## src/uhp_pkg.sv

```systemverilog
// Behaviour
// - bus-select high decodes separate read/write strobes; low decodes direction line.
// - reset pin is active high in strobe mode, active low in direction mode.
// - any reset pulse clears all registers and outputs but the oscillator output; the port holds reset 40 ns past pin release.
// - during reset transmit line is high, receive is ignored, outputs except the oscillator output stay reset.
// - isolate input high hides all host bus activity from the device.
// - each access carries 8 data bits and 3 address bits, eight locations.
// - bus cycles need no oscillator; bus logic is independent of the baud source.
// - bus cycles are asynchronous, framed by chip select with strobes or direction line.
// - transmit and receive data each sit in a separate 64-byte FIFO.
// - modem control bit 7 prescales the oscillator by 1 or 4.
// - with modem control bit 5 set, any received character other than XOFF resumes suspended transmit.
// - serial engine samples at four times the bit rate.
`default_nettype none
package uhp_pkg;
  localparam int          DATA_W       = 8;
  localparam int          ADDR_W       = 3;
  localparam int          FIFO_DEPTH   = 64;
  localparam logic [2:0]  REG_DATA     = 3'h0;
  localparam logic [2:0]  REG_DIV      = 3'h1;
  localparam logic [2:0]  REG_XON      = 3'h2;
  localparam logic [2:0]  REG_XOFF     = 3'h3;
  localparam logic [2:0]  REG_MCR      = 3'h4;
  localparam logic [2:0]  REG_STAT     = 3'h5;
  localparam logic [2:0]  REG_LVL      = 3'h6;
  localparam logic [2:0]  REG_SCR      = 3'h7;
  localparam int          MCR_PRESCALE = 7;
  localparam int          MCR_ANYRES   = 5;
  localparam logic [7:0]  DIV_RST      = 8'h01;
  localparam logic [7:0]  MCR_RST      = 8'h00;
  localparam logic [7:0]  XON_RST      = 8'h11;
  localparam logic [7:0]  XOFF_RST     = 8'h13;
  localparam logic [1:0]  PRESCALE_TOP = 2'h3;
  localparam logic [1:0]  SAMPLE_LAST  = 2'h3;
  localparam logic [1:0]  SAMPLE_MID   = 2'h1;
  localparam logic [3:0]  FRAME_LAST   = 4'h9;
  localparam int          CLK_NS       = 10;
  localparam int          RST_MIN_NS   = 40;
  localparam logic [2:0]  RST_MIN_CYC  = 3'((RST_MIN_NS + CLK_NS - 1) / CLK_NS);

  typedef struct packed {
    logic              bus_sel;
    logic              reset_pin;
    logic              bus_isolate_in;
    logic              cs_n;
    logic              read_strobe_n;
    logic              write_strobe_n;
    logic              rw;
    logic [ADDR_W-1:0] addr;
    logic [DATA_W-1:0] data;
    logic              rx;
    logic              osc_clock_in;
  } uhp_pins_type;

  typedef struct packed {
    logic              busy;
    logic [1:0]        phase;
    logic [3:0]        bitn;
    logic [9:0]        shift;
  } uhp_ser_type;
endpackage : uhp_pkg
`default_nettype wire

```

## src/uhp_fifo.sv

```systemverilog
`timescale 1ns/1ns
`default_nettype none
module uhp_fifo #(
  parameter int WIDTH = 8,
  parameter int DEPTH = 64,
  localparam int AW   = $clog2(DEPTH)
) (
  input  wire logic             clk,
  input  wire logic             rst_n,
  input  wire logic             clr,
  input  wire logic             in_valid,
  input  wire logic [WIDTH-1:0] in_data,
  output logic                  in_ready,
  output logic                  out_valid,
  output logic [WIDTH-1:0]      out_data,
  input  wire logic             out_ready,
  output logic [AW:0]           count
);
  if (DEPTH < 2 || (1 << AW) != DEPTH) begin : g_chk
    $error("uhp_fifo depth must be a power of two");
  end

  logic [WIDTH-1:0] mem_r   [DEPTH];
  logic [WIDTH-1:0] mem_nxt [DEPTH];
  logic [AW-1:0]    wp_r, wp_nxt, rp_r, rp_nxt;
  logic [AW:0]      cnt_r, cnt_nxt;
  logic             push, pop;

  assign in_ready  = (cnt_r != (AW+1)'(DEPTH));
  assign out_valid = (cnt_r != '0);
  assign out_data  = mem_r[rp_r];
  assign count     = cnt_r;
  assign push      = in_valid && in_ready;
  assign pop       = out_valid && out_ready;

  always_comb begin
    mem_nxt = mem_r;
    wp_nxt  = wp_r;
    rp_nxt  = rp_r;
    cnt_nxt = cnt_r;
    if (clr) begin
      wp_nxt  = '0;
      rp_nxt  = '0;
      cnt_nxt = '0;
    end else begin
      if (push) begin
        mem_nxt[wp_r] = in_data;
        wp_nxt        = wp_r + 1'b1;
      end
      if (pop) begin
        rp_nxt = rp_r + 1'b1;
      end
      cnt_nxt = cnt_r + (AW+1)'(push) - (AW+1)'(pop);
    end
  end

  always_ff @(posedge clk or negedge rst_n) begin
    if (!rst_n) begin
      for (int i = 0; i < DEPTH; i++) begin
        mem_r[i] <= '0;
      end
      wp_r  <= '0;
      rp_r  <= '0;
      cnt_r <= '0;
    end else begin
      mem_r <= mem_nxt;
      wp_r  <= wp_nxt;
      rp_r  <= rp_nxt;
      cnt_r <= cnt_nxt;
    end
  end
endmodule : uhp_fifo
`default_nettype wire

```

## src/uhp_host_port.sv

```systemverilog
`timescale 1ns/1ns
`default_nettype none
module uhp_host_port (
  input  wire logic                        mclk,
  input  wire logic                        rst_n,
  input  wire uhp_pkg::uhp_pins_type       pins,
  output logic [uhp_pkg::DATA_W-1:0]       data_out,
  output logic                             data_oe,
  output logic                             tx_out,
  output logic                             osc_clock_out,
  output logic                             tx_suspended
);
  localparam int CW = $clog2(uhp_pkg::FIFO_DEPTH) + 1;

  logic                  rs1_r, rs2_r;
  uhp_pkg::uhp_pins_type p1_r, p2_r, p3_r;

  logic [7:0]  div_r, div_nxt, mcr_r, mcr_nxt, xon_r, xon_nxt;
  logic [7:0]  xoff_r, xoff_nxt, scr_r, scr_nxt, dcnt_r, dcnt_nxt;
  logic [7:0]  dout_r, dout_nxt;
  logic [1:0]  pre_r, pre_nxt;
  logic [2:0]  hold_r, hold_nxt;
  logic [2:0]  raddr_r, raddr_nxt;
  logic        oe_r, oe_nxt, txo_r, txo_nxt, osc_r, osc_nxt;
  logic        susp_r, susp_nxt, ovr_r, ovr_nxt, ferr_r, ferr_nxt;
  uhp_pkg::uhp_ser_type tx_r, tx_nxt, rx_r, rx_nxt;

  logic        rst_act, srst, rd_act, rd_end, wr_evt, osc_rise, pre_tick, samp_tick;
  logic        txf_push, txf_ready, txf_valid, txf_pop;
  logic        rxf_push, rxf_ready, rxf_valid, rxf_pop;
  logic [7:0]  txf_data, txf_head, rxf_data, rx_byte;
  logic [CW-1:0] txf_cnt, rxf_cnt;

  // pin synchronisers, p3 is an extra stage for edge detection
  always_ff @(posedge mclk or negedge rst_n) begin
    if (!rst_n) begin
      rs1_r <= 1'b0;
      rs2_r <= 1'b0;
    end else begin
      rs1_r <= 1'b1;
      rs2_r <= rs1_r;
    end
  end

  always_ff @(posedge mclk or negedge rs2_r) begin
    if (!rs2_r) begin
      p1_r <= '0;
      p2_r <= '0;
      p3_r <= '0;
    end else begin
      p1_r <= pins;
      p2_r <= p1_r;
      p3_r <= p2_r;
    end
  end

  assign rst_act = p2_r.bus_sel ? p2_r.reset_pin : !p2_r.reset_pin;
  assign srst    = rst_act || (hold_r != 3'h0);

  // bus cycle decode, no dependence on the oscillator input
  always_comb begin
    if (p2_r.bus_sel) begin
      rd_act = !p2_r.cs_n && !p2_r.read_strobe_n;
      wr_evt = !p3_r.cs_n && !p3_r.write_strobe_n && p2_r.write_strobe_n;
    end else begin
      rd_act = !p2_r.cs_n && p2_r.rw;
      wr_evt = !p3_r.cs_n && !p3_r.rw && p2_r.cs_n;
    end
    if (p2_r.bus_isolate_in || srst) begin
      rd_act = 1'b0;
      wr_evt = 1'b0;
    end
  end

  assign rd_end    = oe_r && !rd_act;
  assign osc_rise  = p2_r.osc_clock_in && !p3_r.osc_clock_in;
  assign pre_tick  = osc_rise && (!mcr_r[uhp_pkg::MCR_PRESCALE] || pre_r == uhp_pkg::PRESCALE_TOP);
  assign samp_tick = pre_tick && ((dcnt_r + 8'h01) >= div_r);

  assign txf_push = wr_evt && (p3_r.addr == uhp_pkg::REG_DATA);
  assign txf_data = p3_r.data;
  assign rxf_pop  = rd_end && (raddr_r == uhp_pkg::REG_DATA);
  assign rx_byte  = rx_r.shift[7:0];

  always_comb begin
    div_nxt   = div_r;
    mcr_nxt   = mcr_r;
    xon_nxt   = xon_r;
    xoff_nxt  = xoff_r;
    scr_nxt   = scr_r;
    dcnt_nxt  = dcnt_r;
    pre_nxt   = pre_r;
    hold_nxt  = hold_r;
    raddr_nxt = raddr_r;
    susp_nxt  = susp_r;
    ovr_nxt   = ovr_r;
    ferr_nxt  = ferr_r;
    tx_nxt    = tx_r;
    rx_nxt    = rx_r;
    txf_pop   = 1'b0;
    rxf_push  = 1'b0;
    dout_nxt  = 8'h00;
    oe_nxt    = rd_act;
    osc_nxt   = p2_r.osc_clock_in;

    if (rd_act) begin
      raddr_nxt = p2_r.addr;
      case (p2_r.addr)
        uhp_pkg::REG_DATA: dout_nxt = rxf_data;
        uhp_pkg::REG_DIV:  dout_nxt = div_r;
        uhp_pkg::REG_XON:  dout_nxt = xon_r;
        uhp_pkg::REG_XOFF: dout_nxt = xoff_r;
        uhp_pkg::REG_MCR:  dout_nxt = mcr_r;
        uhp_pkg::REG_STAT: dout_nxt = {1'b0, ferr_r, ovr_r, susp_r, !rxf_ready,
                                       !txf_ready, !txf_valid, rxf_valid};
        uhp_pkg::REG_LVL:  dout_nxt = 8'(rxf_cnt);
        uhp_pkg::REG_SCR:  dout_nxt = scr_r;
        default:           dout_nxt = 8'h00;
      endcase
    end

    // sticky errors clear on status read end, a new event wins
    if (rd_end && raddr_r == uhp_pkg::REG_STAT) begin
      ovr_nxt  = 1'b0;
      ferr_nxt = 1'b0;
    end

    if (wr_evt) begin
      case (p3_r.addr)
        uhp_pkg::REG_DIV:  div_nxt  = p3_r.data;
        uhp_pkg::REG_XON:  xon_nxt  = p3_r.data;
        uhp_pkg::REG_XOFF: xoff_nxt = p3_r.data;
        uhp_pkg::REG_MCR:  mcr_nxt  = p3_r.data;
        uhp_pkg::REG_SCR:  scr_nxt  = p3_r.data;
        default:           scr_nxt  = scr_r;
      endcase
    end

    if (pre_tick) begin
      dcnt_nxt = samp_tick ? 8'h00 : dcnt_r + 8'h01;
    end
    if (osc_rise) begin
      pre_nxt = pre_r + 2'h1;
    end

    // transmitter, four sample ticks per bit
    if (samp_tick) begin
      if (!tx_r.busy) begin
        if (txf_valid && !susp_r) begin
          txf_pop  = 1'b1;
          tx_nxt   = '{busy: 1'b1, phase: 2'h0, bitn: 4'h0,
                       shift: {1'b1, txf_head, 1'b0}};
        end
      end else begin
        tx_nxt.phase = tx_r.phase + 2'h1;
        if (tx_r.phase == uhp_pkg::SAMPLE_LAST) begin
          tx_nxt.shift = {1'b1, tx_r.shift[9:1]};
          tx_nxt.bitn  = tx_r.bitn + 4'h1;
          if (tx_r.bitn == uhp_pkg::FRAME_LAST) begin
            tx_nxt.busy = 1'b0;
          end
        end
      end
    end

    // receiver samples mid-bit on the second tick
    if (samp_tick) begin
      if (!rx_r.busy) begin
        if (!p2_r.rx) begin
          rx_nxt = '{busy: 1'b1, phase: 2'h0, bitn: 4'h0, shift: 10'h000};
        end
      end else begin
        rx_nxt.phase = rx_r.phase + 2'h1;
        if (rx_r.phase == uhp_pkg::SAMPLE_MID) begin
          rx_nxt.bitn = rx_r.bitn + 4'h1;
          if (rx_r.bitn == 4'h0) begin
            rx_nxt.busy = !p2_r.rx;
          end else if (rx_r.bitn == uhp_pkg::FRAME_LAST) begin
            rx_nxt.busy = 1'b0;
            if (!p2_r.rx) begin
              ferr_nxt = 1'b1;
            end else begin
              rxf_push = 1'b1;
              if (!rxf_ready) begin
                ovr_nxt = 1'b1;
              end
              if (rx_byte == xoff_r) begin
                susp_nxt = 1'b1;
              end else if (rx_byte == xon_r || mcr_r[uhp_pkg::MCR_ANYRES]) begin
                susp_nxt = 1'b0;
              end
            end
          end else begin
            rx_nxt.shift = {2'b00, p2_r.rx, rx_r.shift[7:1]};
          end
        end
      end
    end

    txo_nxt = tx_r.busy ? tx_r.shift[0] : 1'b1;

    if (rst_act) begin
      hold_nxt = uhp_pkg::RST_MIN_CYC;
    end else if (hold_r != 3'h0) begin
      hold_nxt = hold_r - 3'h1;
    end
    if (srst) begin
      div_nxt   = uhp_pkg::DIV_RST;
      mcr_nxt   = uhp_pkg::MCR_RST;
      xon_nxt   = uhp_pkg::XON_RST;
      xoff_nxt  = uhp_pkg::XOFF_RST;
      scr_nxt   = 8'h00;
      dcnt_nxt  = 8'h00;
      pre_nxt   = 2'h0;
      raddr_nxt = 3'h0;
      susp_nxt  = 1'b0;
      ovr_nxt   = 1'b0;
      ferr_nxt  = 1'b0;
      tx_nxt    = '0;
      rx_nxt    = '0;
      txf_pop   = 1'b0;
      rxf_push  = 1'b0;
      dout_nxt  = 8'h00;
      oe_nxt    = 1'b0;
      txo_nxt   = 1'b1;
    end
  end

  always_ff @(posedge mclk or negedge rs2_r) begin
    if (!rs2_r) begin
      div_r   <= uhp_pkg::DIV_RST;
      mcr_r   <= uhp_pkg::MCR_RST;
      xon_r   <= uhp_pkg::XON_RST;
      xoff_r  <= uhp_pkg::XOFF_RST;
      scr_r   <= 8'h00;
      dcnt_r  <= 8'h00;
      pre_r   <= 2'h0;
      hold_r  <= 3'h0;
      raddr_r <= 3'h0;
      susp_r  <= 1'b0;
      ovr_r   <= 1'b0;
      ferr_r  <= 1'b0;
      tx_r    <= '0;
      rx_r    <= '0;
      dout_r  <= 8'h00;
      oe_r    <= 1'b0;
      txo_r   <= 1'b1;
      osc_r   <= 1'b0;
    end else begin
      div_r   <= div_nxt;
      mcr_r   <= mcr_nxt;
      xon_r   <= xon_nxt;
      xoff_r  <= xoff_nxt;
      scr_r   <= scr_nxt;
      dcnt_r  <= dcnt_nxt;
      pre_r   <= pre_nxt;
      hold_r  <= hold_nxt;
      raddr_r <= raddr_nxt;
      susp_r  <= susp_nxt;
      ovr_r   <= ovr_nxt;
      ferr_r  <= ferr_nxt;
      tx_r    <= tx_nxt;
      rx_r    <= rx_nxt;
      dout_r  <= dout_nxt;
      oe_r    <= oe_nxt;
      txo_r   <= txo_nxt;
      osc_r   <= osc_nxt;
    end
  end

  uhp_fifo #(.WIDTH(uhp_pkg::DATA_W), .DEPTH(uhp_pkg::FIFO_DEPTH)) u_tx_fifo (
    .clk       (mclk),
    .rst_n     (rs2_r),
    .clr       (srst),
    .in_valid  (txf_push),
    .in_data   (txf_data),
    .in_ready  (txf_ready),
    .out_valid (txf_valid),
    .out_data  (txf_head),
    .out_ready (txf_pop),
    .count     (txf_cnt)
  );

  uhp_fifo #(.WIDTH(uhp_pkg::DATA_W), .DEPTH(uhp_pkg::FIFO_DEPTH)) u_rx_fifo (
    .clk       (mclk),
    .rst_n     (rs2_r),
    .clr       (srst),
    .in_valid  (rxf_push),
    .in_data   (rx_byte),
    .in_ready  (rxf_ready),
    .out_valid (rxf_valid),
    .out_data  (rxf_data),
    .out_ready (rxf_pop),
    .count     (rxf_cnt)
  );

  assign data_out      = dout_r;
  assign data_oe       = oe_r;
  assign tx_out        = txo_r;
  assign osc_clock_out = osc_r;
  assign tx_suspended  = susp_r;
endmodule : uhp_host_port
`default_nettype wire

```

## config.mk

```make
export PLATFORM = sky130hd
export DESIGN_NAME = uhp_host_port
export DESIGN_NICKNAME = d
export VERILOG_FILES = /design/src/uhp_pkg.sv /design/src/uhp_fifo.sv /design/src/uhp_host_port.sv
export SDC_FILE = /design/constraint.sdc
export NUM_CORES = 2
export LEC_CHECK = 0
export ABC_CLOCK_PERIOD_IN_PS = 48200
export BUFFER_PORTS_ARGS = -buffer_cell sky130_fd_sc_hd__clkbuf_2
export CAP_MARGIN = 20
export CORE_MARGIN = 8
export CORE_UTILIZATION = 53
export CTS_CLUSTER_SIZE = 14
export DETAILED_ROUTE_END_ITERATION = 16
export PLACE_DENSITY = 0.68
export SETUP_SLACK_MARGIN = 0.15
export SKIP_CTS_REPAIR_TIMING = 1
export SLEW_MARGIN = 25
export SYNTH_ARGS = -nofsm -noshare
export SYNTH_HDL_FRONTEND = slang
export SYNTH_SLANG_ARGS = --single-unit
```

## constraint.sdc

```tcl
create_clock -name mclk -period 48.2 [get_ports mclk]
set_input_delay 4.82 -clock mclk [delete_from_list [all_inputs] [get_ports mclk]]
set_output_delay 4.82 -clock mclk [all_outputs]
set_load 0.01 [all_outputs]
```

# --- After elaboration in Yosys (flattened, before gate mapping) ---
# Index checks and enable logic that the tools add are counted.
word_totals:
  register_bits: 1220
  in_bits: 22
  output_inout_bits: 12
op_classes:
  add_sub_neg: 15
  n_lt_le_gt_ge: 7
  eq_ne: 28
  n_mux: 111
  bitwise_logic: 5
  reduce_logical: 79
op_table:
  columns: ["op", "count"]
  rows:
  - ["bitwise mux 512 bit", 2]
  - ["2-to-1 mux 8 bit", 26]
  - ["2-to-1 mux 17 bit", 8]
  - ["binary-select mux 8 bit (select 6 bit)", 2]
  - ["demux 8 bit (select 6 bit)", 2]
  - ["case mux 8 bit (8 select lines)", 1]
  - ["2-to-1 mux 1 bit", 50]
  - ["2-to-1 mux 6 bit", 8]
  - ["nonzero test 2 bit", 19]
  - [">= comparator 7 bit, second input constant", 4]
  - ["2-to-1 mux 14 bit", 2]
  - ["NOT 6 -> 7 bit", 4]
  - ["adder 6 x 1 -> 6 bit, second input constant", 4]
  - ["equality test 3 bit, second input constant", 7]
  - ["logical AND 1 bit", 20]
  - ["2-to-1 mux 10 bit", 2]
  - ["AND reduction 2 bit", 9]
  - ["equality test 8 bit", 2]
  - ["adder 7 x 1 -> 7 bit", 2]
  - ["zero test 1 bit", 14]
  - ["< comparator 7 x 1 -> 1 bit, second input constant", 2]
  - ["2-to-1 mux 7 bit", 2]
  - ["inequality test 7 bit, second input constant", 2]
  - ["nonzero test 7 bit", 2]
  - ["other kinds (24)", 49]

# --- Longest topological paths before layout ---
logic_depth:
  ltp_word: 17
  mapped_depth: 21
  depth_no_buf: 20

# --- Cells and area by module ---
# From an unflattened synthesis, not the netlist that was laid out.
unflattened:
  cells_unflattened: 4020
  hier_area_um2: 56203.9
by_module_without_submodules:
  columns: ["mod", "n_inst", "cells_each", "area_each_um2", "seq_area_each_um2"]
  rows:
  - ["uhp_fifo (u_rx_fifo)", 1, 1708, 24704.9, 13287.7]
  - ["uhp_fifo (u_tx_fifo)", 1, 1713, 24572.3, 13287.7]
  - ["uhp_host_port", 1, 599, 6926.6, 3962.6]

# --- Worst setup path after synthesis ---
# OpenSTA, ideal clock, no wires.
synth_timing:
  path_type: "register -> output"
  from: "reg txo_r (netlist: tx_out)"
  to: "out tx_out"
  arrival_time_ns: 0.520
  required_time_ns: 43.380
  path_slack_ns: 42.860
  stages_incl_launch_ff: 1
  path_buffers: 0
  cell_sequence: "dfstp_2"
synth_rtl:
  columns: ["element", "line", "source"]
  rows:
  - ["start, declared", "uhp_host_port.sv:24", "logic oe_r, oe_nxt, txo_r, txo_nxt, osc_r, osc_nxt;"]
  - ["start signal, assigned", "uhp_host_port.sv:266", "txo_r <= txo_nxt;"]
  - ["end, declared", "uhp_host_port.sv:9", "output logic tx_out,"]
# No word-level cell between the ends.

# --- Final worst setup path ---
layout_timing:
  from: "reg susp_r (netlist: tx_suspended)"
  to: "out tx_suspended"
layout_rtl:
  columns: ["element", "line", "source"]
  rows:
  - ["start, declared", "uhp_host_port.sv:25", "logic susp_r, susp_nxt, ovr_r, ovr_nxt, ferr_r, ferr_nxt;"]
  - ["start signal, assigned", "uhp_host_port.sv:259", "susp_r <= susp_nxt;"]
  - ["end, declared", "uhp_host_port.sv:11", "output logic tx_suspended"]
# No word-level cell between the ends.

==> results_dict.tcl <==
set metrics [dict create \
    clock_path_buffers 3 \
    drc 0 \
    drt_iter0_markers 2248 \
    postSynthAreaPerCell_um2 14.6 \
    cts_sinks 1220 \
    dr_total_vias 32800 \
    cp-startpoint "tx_suspended" \
    post_drt_wl_per_cell_um 24.8 \
    vdd.ir_drop.worst_mv 0.0270 \
    ant_nets 0 \
    fin_crit_ns 6.21 \
    yosysSeqAreaShare 0.540 \
    ys_warn_count 0 \
    status "complete, no violations" \
    synth.distinct_cells 78 \
    drive_gt1_frac 0.452 \
    vias_per_cell 6.14 \
    end_kind "output pin" \
    min_path_type "reg2reg" \
    ys_ff_latch 1220 \
    cts.htree.levels 4 \
    cts.clk_slew.worst_paths_ns 0.06 \
    arrival_ns 1.39 \
    nets 3894 \
    antenna_found_initial 0 \
    netlist_area_um2 56600 \
    drt_pre_antenna_iters 5 \
    rows 120 \
    cts_tree "done" \
    antenna_cells 0 \
    clock_skew_ns 0.0323 \
    max_stage_delay_ns 0.44 \
    cp_slowest_cell "dfrtp_1" \
    power_density_nw_per_um2 34.1 \
    synth_ff_type "dfrtp_1" \
    place.gp.congestion 0.850 \
    netlist_instances 3866 \
    io_pins 34 \
    crit_buf_inv 1 \
    port_buffers 33 \
    total_power_mw 2.14 \
    synth_edf_count 0 \
    cts_buffers 137 \
    final_hold_viol_count 0 \
    layout_commonest_cell "dfrtp_1" \
    maxSlewHeadroom 0.237 \
    criticalPathCategory "reg2out" \
    max_freq_mhz 161 \
    timing.setup.tns_ns 0 \
    wl_um 132000 \
    crit_required_ns 43.38 \
    area_delta_synth_final_pct 10.7 \
    syn_nets 3931 \
    leakage_nw 28.7 \
    dp_hpwl_um 81000 \
    setup_viol 0 \
    hp-start "p1_r[6]" \
    grt_use_total 0.229 \
    design.core.area_um2 106000 \
    grt_pass1_wl_um 210000 \
    rsz0062_at_grt "false" \
    initial_core_util 0.532 \
    cts_root_buf "clkbuf_16" \
    fin_crit_sh 0.129 \
    dieWidth_um 343 \
    tightest_slew_ns 1.14 \
    slew_violations 0 \
    cap_violations 0 \
    overflow 0 \
    cp_top_family "flip-flops" \
    start_kind "flop" \
    r2r_start "rs2_r" \
    dieArea_um2 117000 \
    insertion_delay_ns 0.74 \
    most-common-layout-cells "dfrtp_1 (1189), mux2_2 (1057), mux4_2 (241), mux2i_1 (154), clkbuf_16 (143)" \
    fill_cells 8303 \
    synthArstFlopShare 1.00 \
    cp_max_fo 6 \
    grt_max_degree 191 \
    die_y_um 343 \
    path_cells "clkbuf_2" \
    first_global_vias 33800 \
]
==> cell usage after synthesis, types with 34 or more instances <==
cell / instances / share of area
dfrtp_1: 1213 / 0.54
mux2_2: 1057 / 0.21
mux4_2: 241 / 0.096
clkbuf_1: 195 / 0.013
mux2i_1: 154 / 0.027
nor2_1: 100 / 0.0066
nand2_1: 96 / 0.0064
a21oi_1: 73 / 0.0065
nor2_4: 62 / 0.012
inv_1: 52 / 0.0034
o21ai_0: 43 / 0.0038
ha_1: 41 / 0.0091
buf_1: 39 / 0.0026
buf_2: 38 / 0.0034
nand3_1: 34 / 0.0030
==> kinds of logic (layout without fill, tap and decap cells) <==
logic type	Yosys count	in the layout	share of synthesized area
AO/OA/AOI/OAI	263	263	0.0306
XOR/XNOR	43	43	0.00666
adder cells (fa/ha/maj)	43	43	0.00977
buffers and inverters	330	398	0.0230
flip-flops	1220	1220	0.540
multiplexers	1456	1456	0.334
other	1	1	0.0000663
AND/OR/NAND/NOR	510	510	0.0559
==> worst reg2reg max path: stages, from the launching register on <==
cell	delay, ns
dfrtp_4	0.88
buf_4	0.74
buf_4	0.84
buf_4	0.84
buf_4	0.78
buf_4	0.87
buf_4	0.83
==> registers in the layout (all words and copies together) (netlist names), 17 cells and up <==
name and cells:
u_tx_fifo.mem_r 512, tx_r 17, p2_r 19, p1_r 20, u_rx_fifo.mem_r 512
==> routing by layer <==
layer / GRT usage / wire length (um)
met2: 0.347 / 60200
met5: 0 / 0
met3: 0.0384 / 6470
met1: 0.346 / 62500
met4: 0.0593 / 3070
==> worst paths after layout <==
kind | to | slack [ns] | cells past startpoint
max in group asynchronous | txf_data[7] | 42.35 | 6
setup reg to reg | txf_data[7] | 42.35 | 6
hold reg to reg | p2_r[6] | 0.34 | 0
hold / removal | p2_r[6] | 0.34 | 0
min in group asynchronous | p1_r[4] | 0.38 | 0
setup / recovery | tx_suspended | 41.99 | 1
==> per-stage QoR <==
stage | util | worst slack (ns) | cells | instance area, um2 | hold WS [ns]
2_1_floorplan | - | 11.69 | 3866 | 56600 | 0.331
3_3_place_gp | 0.545 | 42.08 | 5088 | 58000 | 0.331
3_5_place_dp | 0.545 | 42.05 | 5090 | 58000 | 0.335
4_1_cts | 0.588 | 41.98 | 5334 | 62600 | 0.346
5_1_grt | 0.589 | 41.38 | 5337 | 62700 | 0.346
6_report | 0.589 | 41.99 | 5337 | 62700 | 0.344
==> power breakdown <==
part | internal, mW | switching (mW)
Clock | 0.635 | 0.418
Combinational | 0.00925 | 0.0448
Sequential | 1.03 | 0.00408
==> area by class of cell <==
class,instances,area [um2],area share
clock inverters,45,520,0.00831
well taps,1403,1760,0.0280
clock buffers,199,4070,0.0649
inverters,54,203,0.00323
repair buffers,100,748,0.0119
multi-input cells,2316,24800,0.396
flip-flops and latches,1220,30600,0.488
Note: power is estimated with default switching activity, not from simulation.
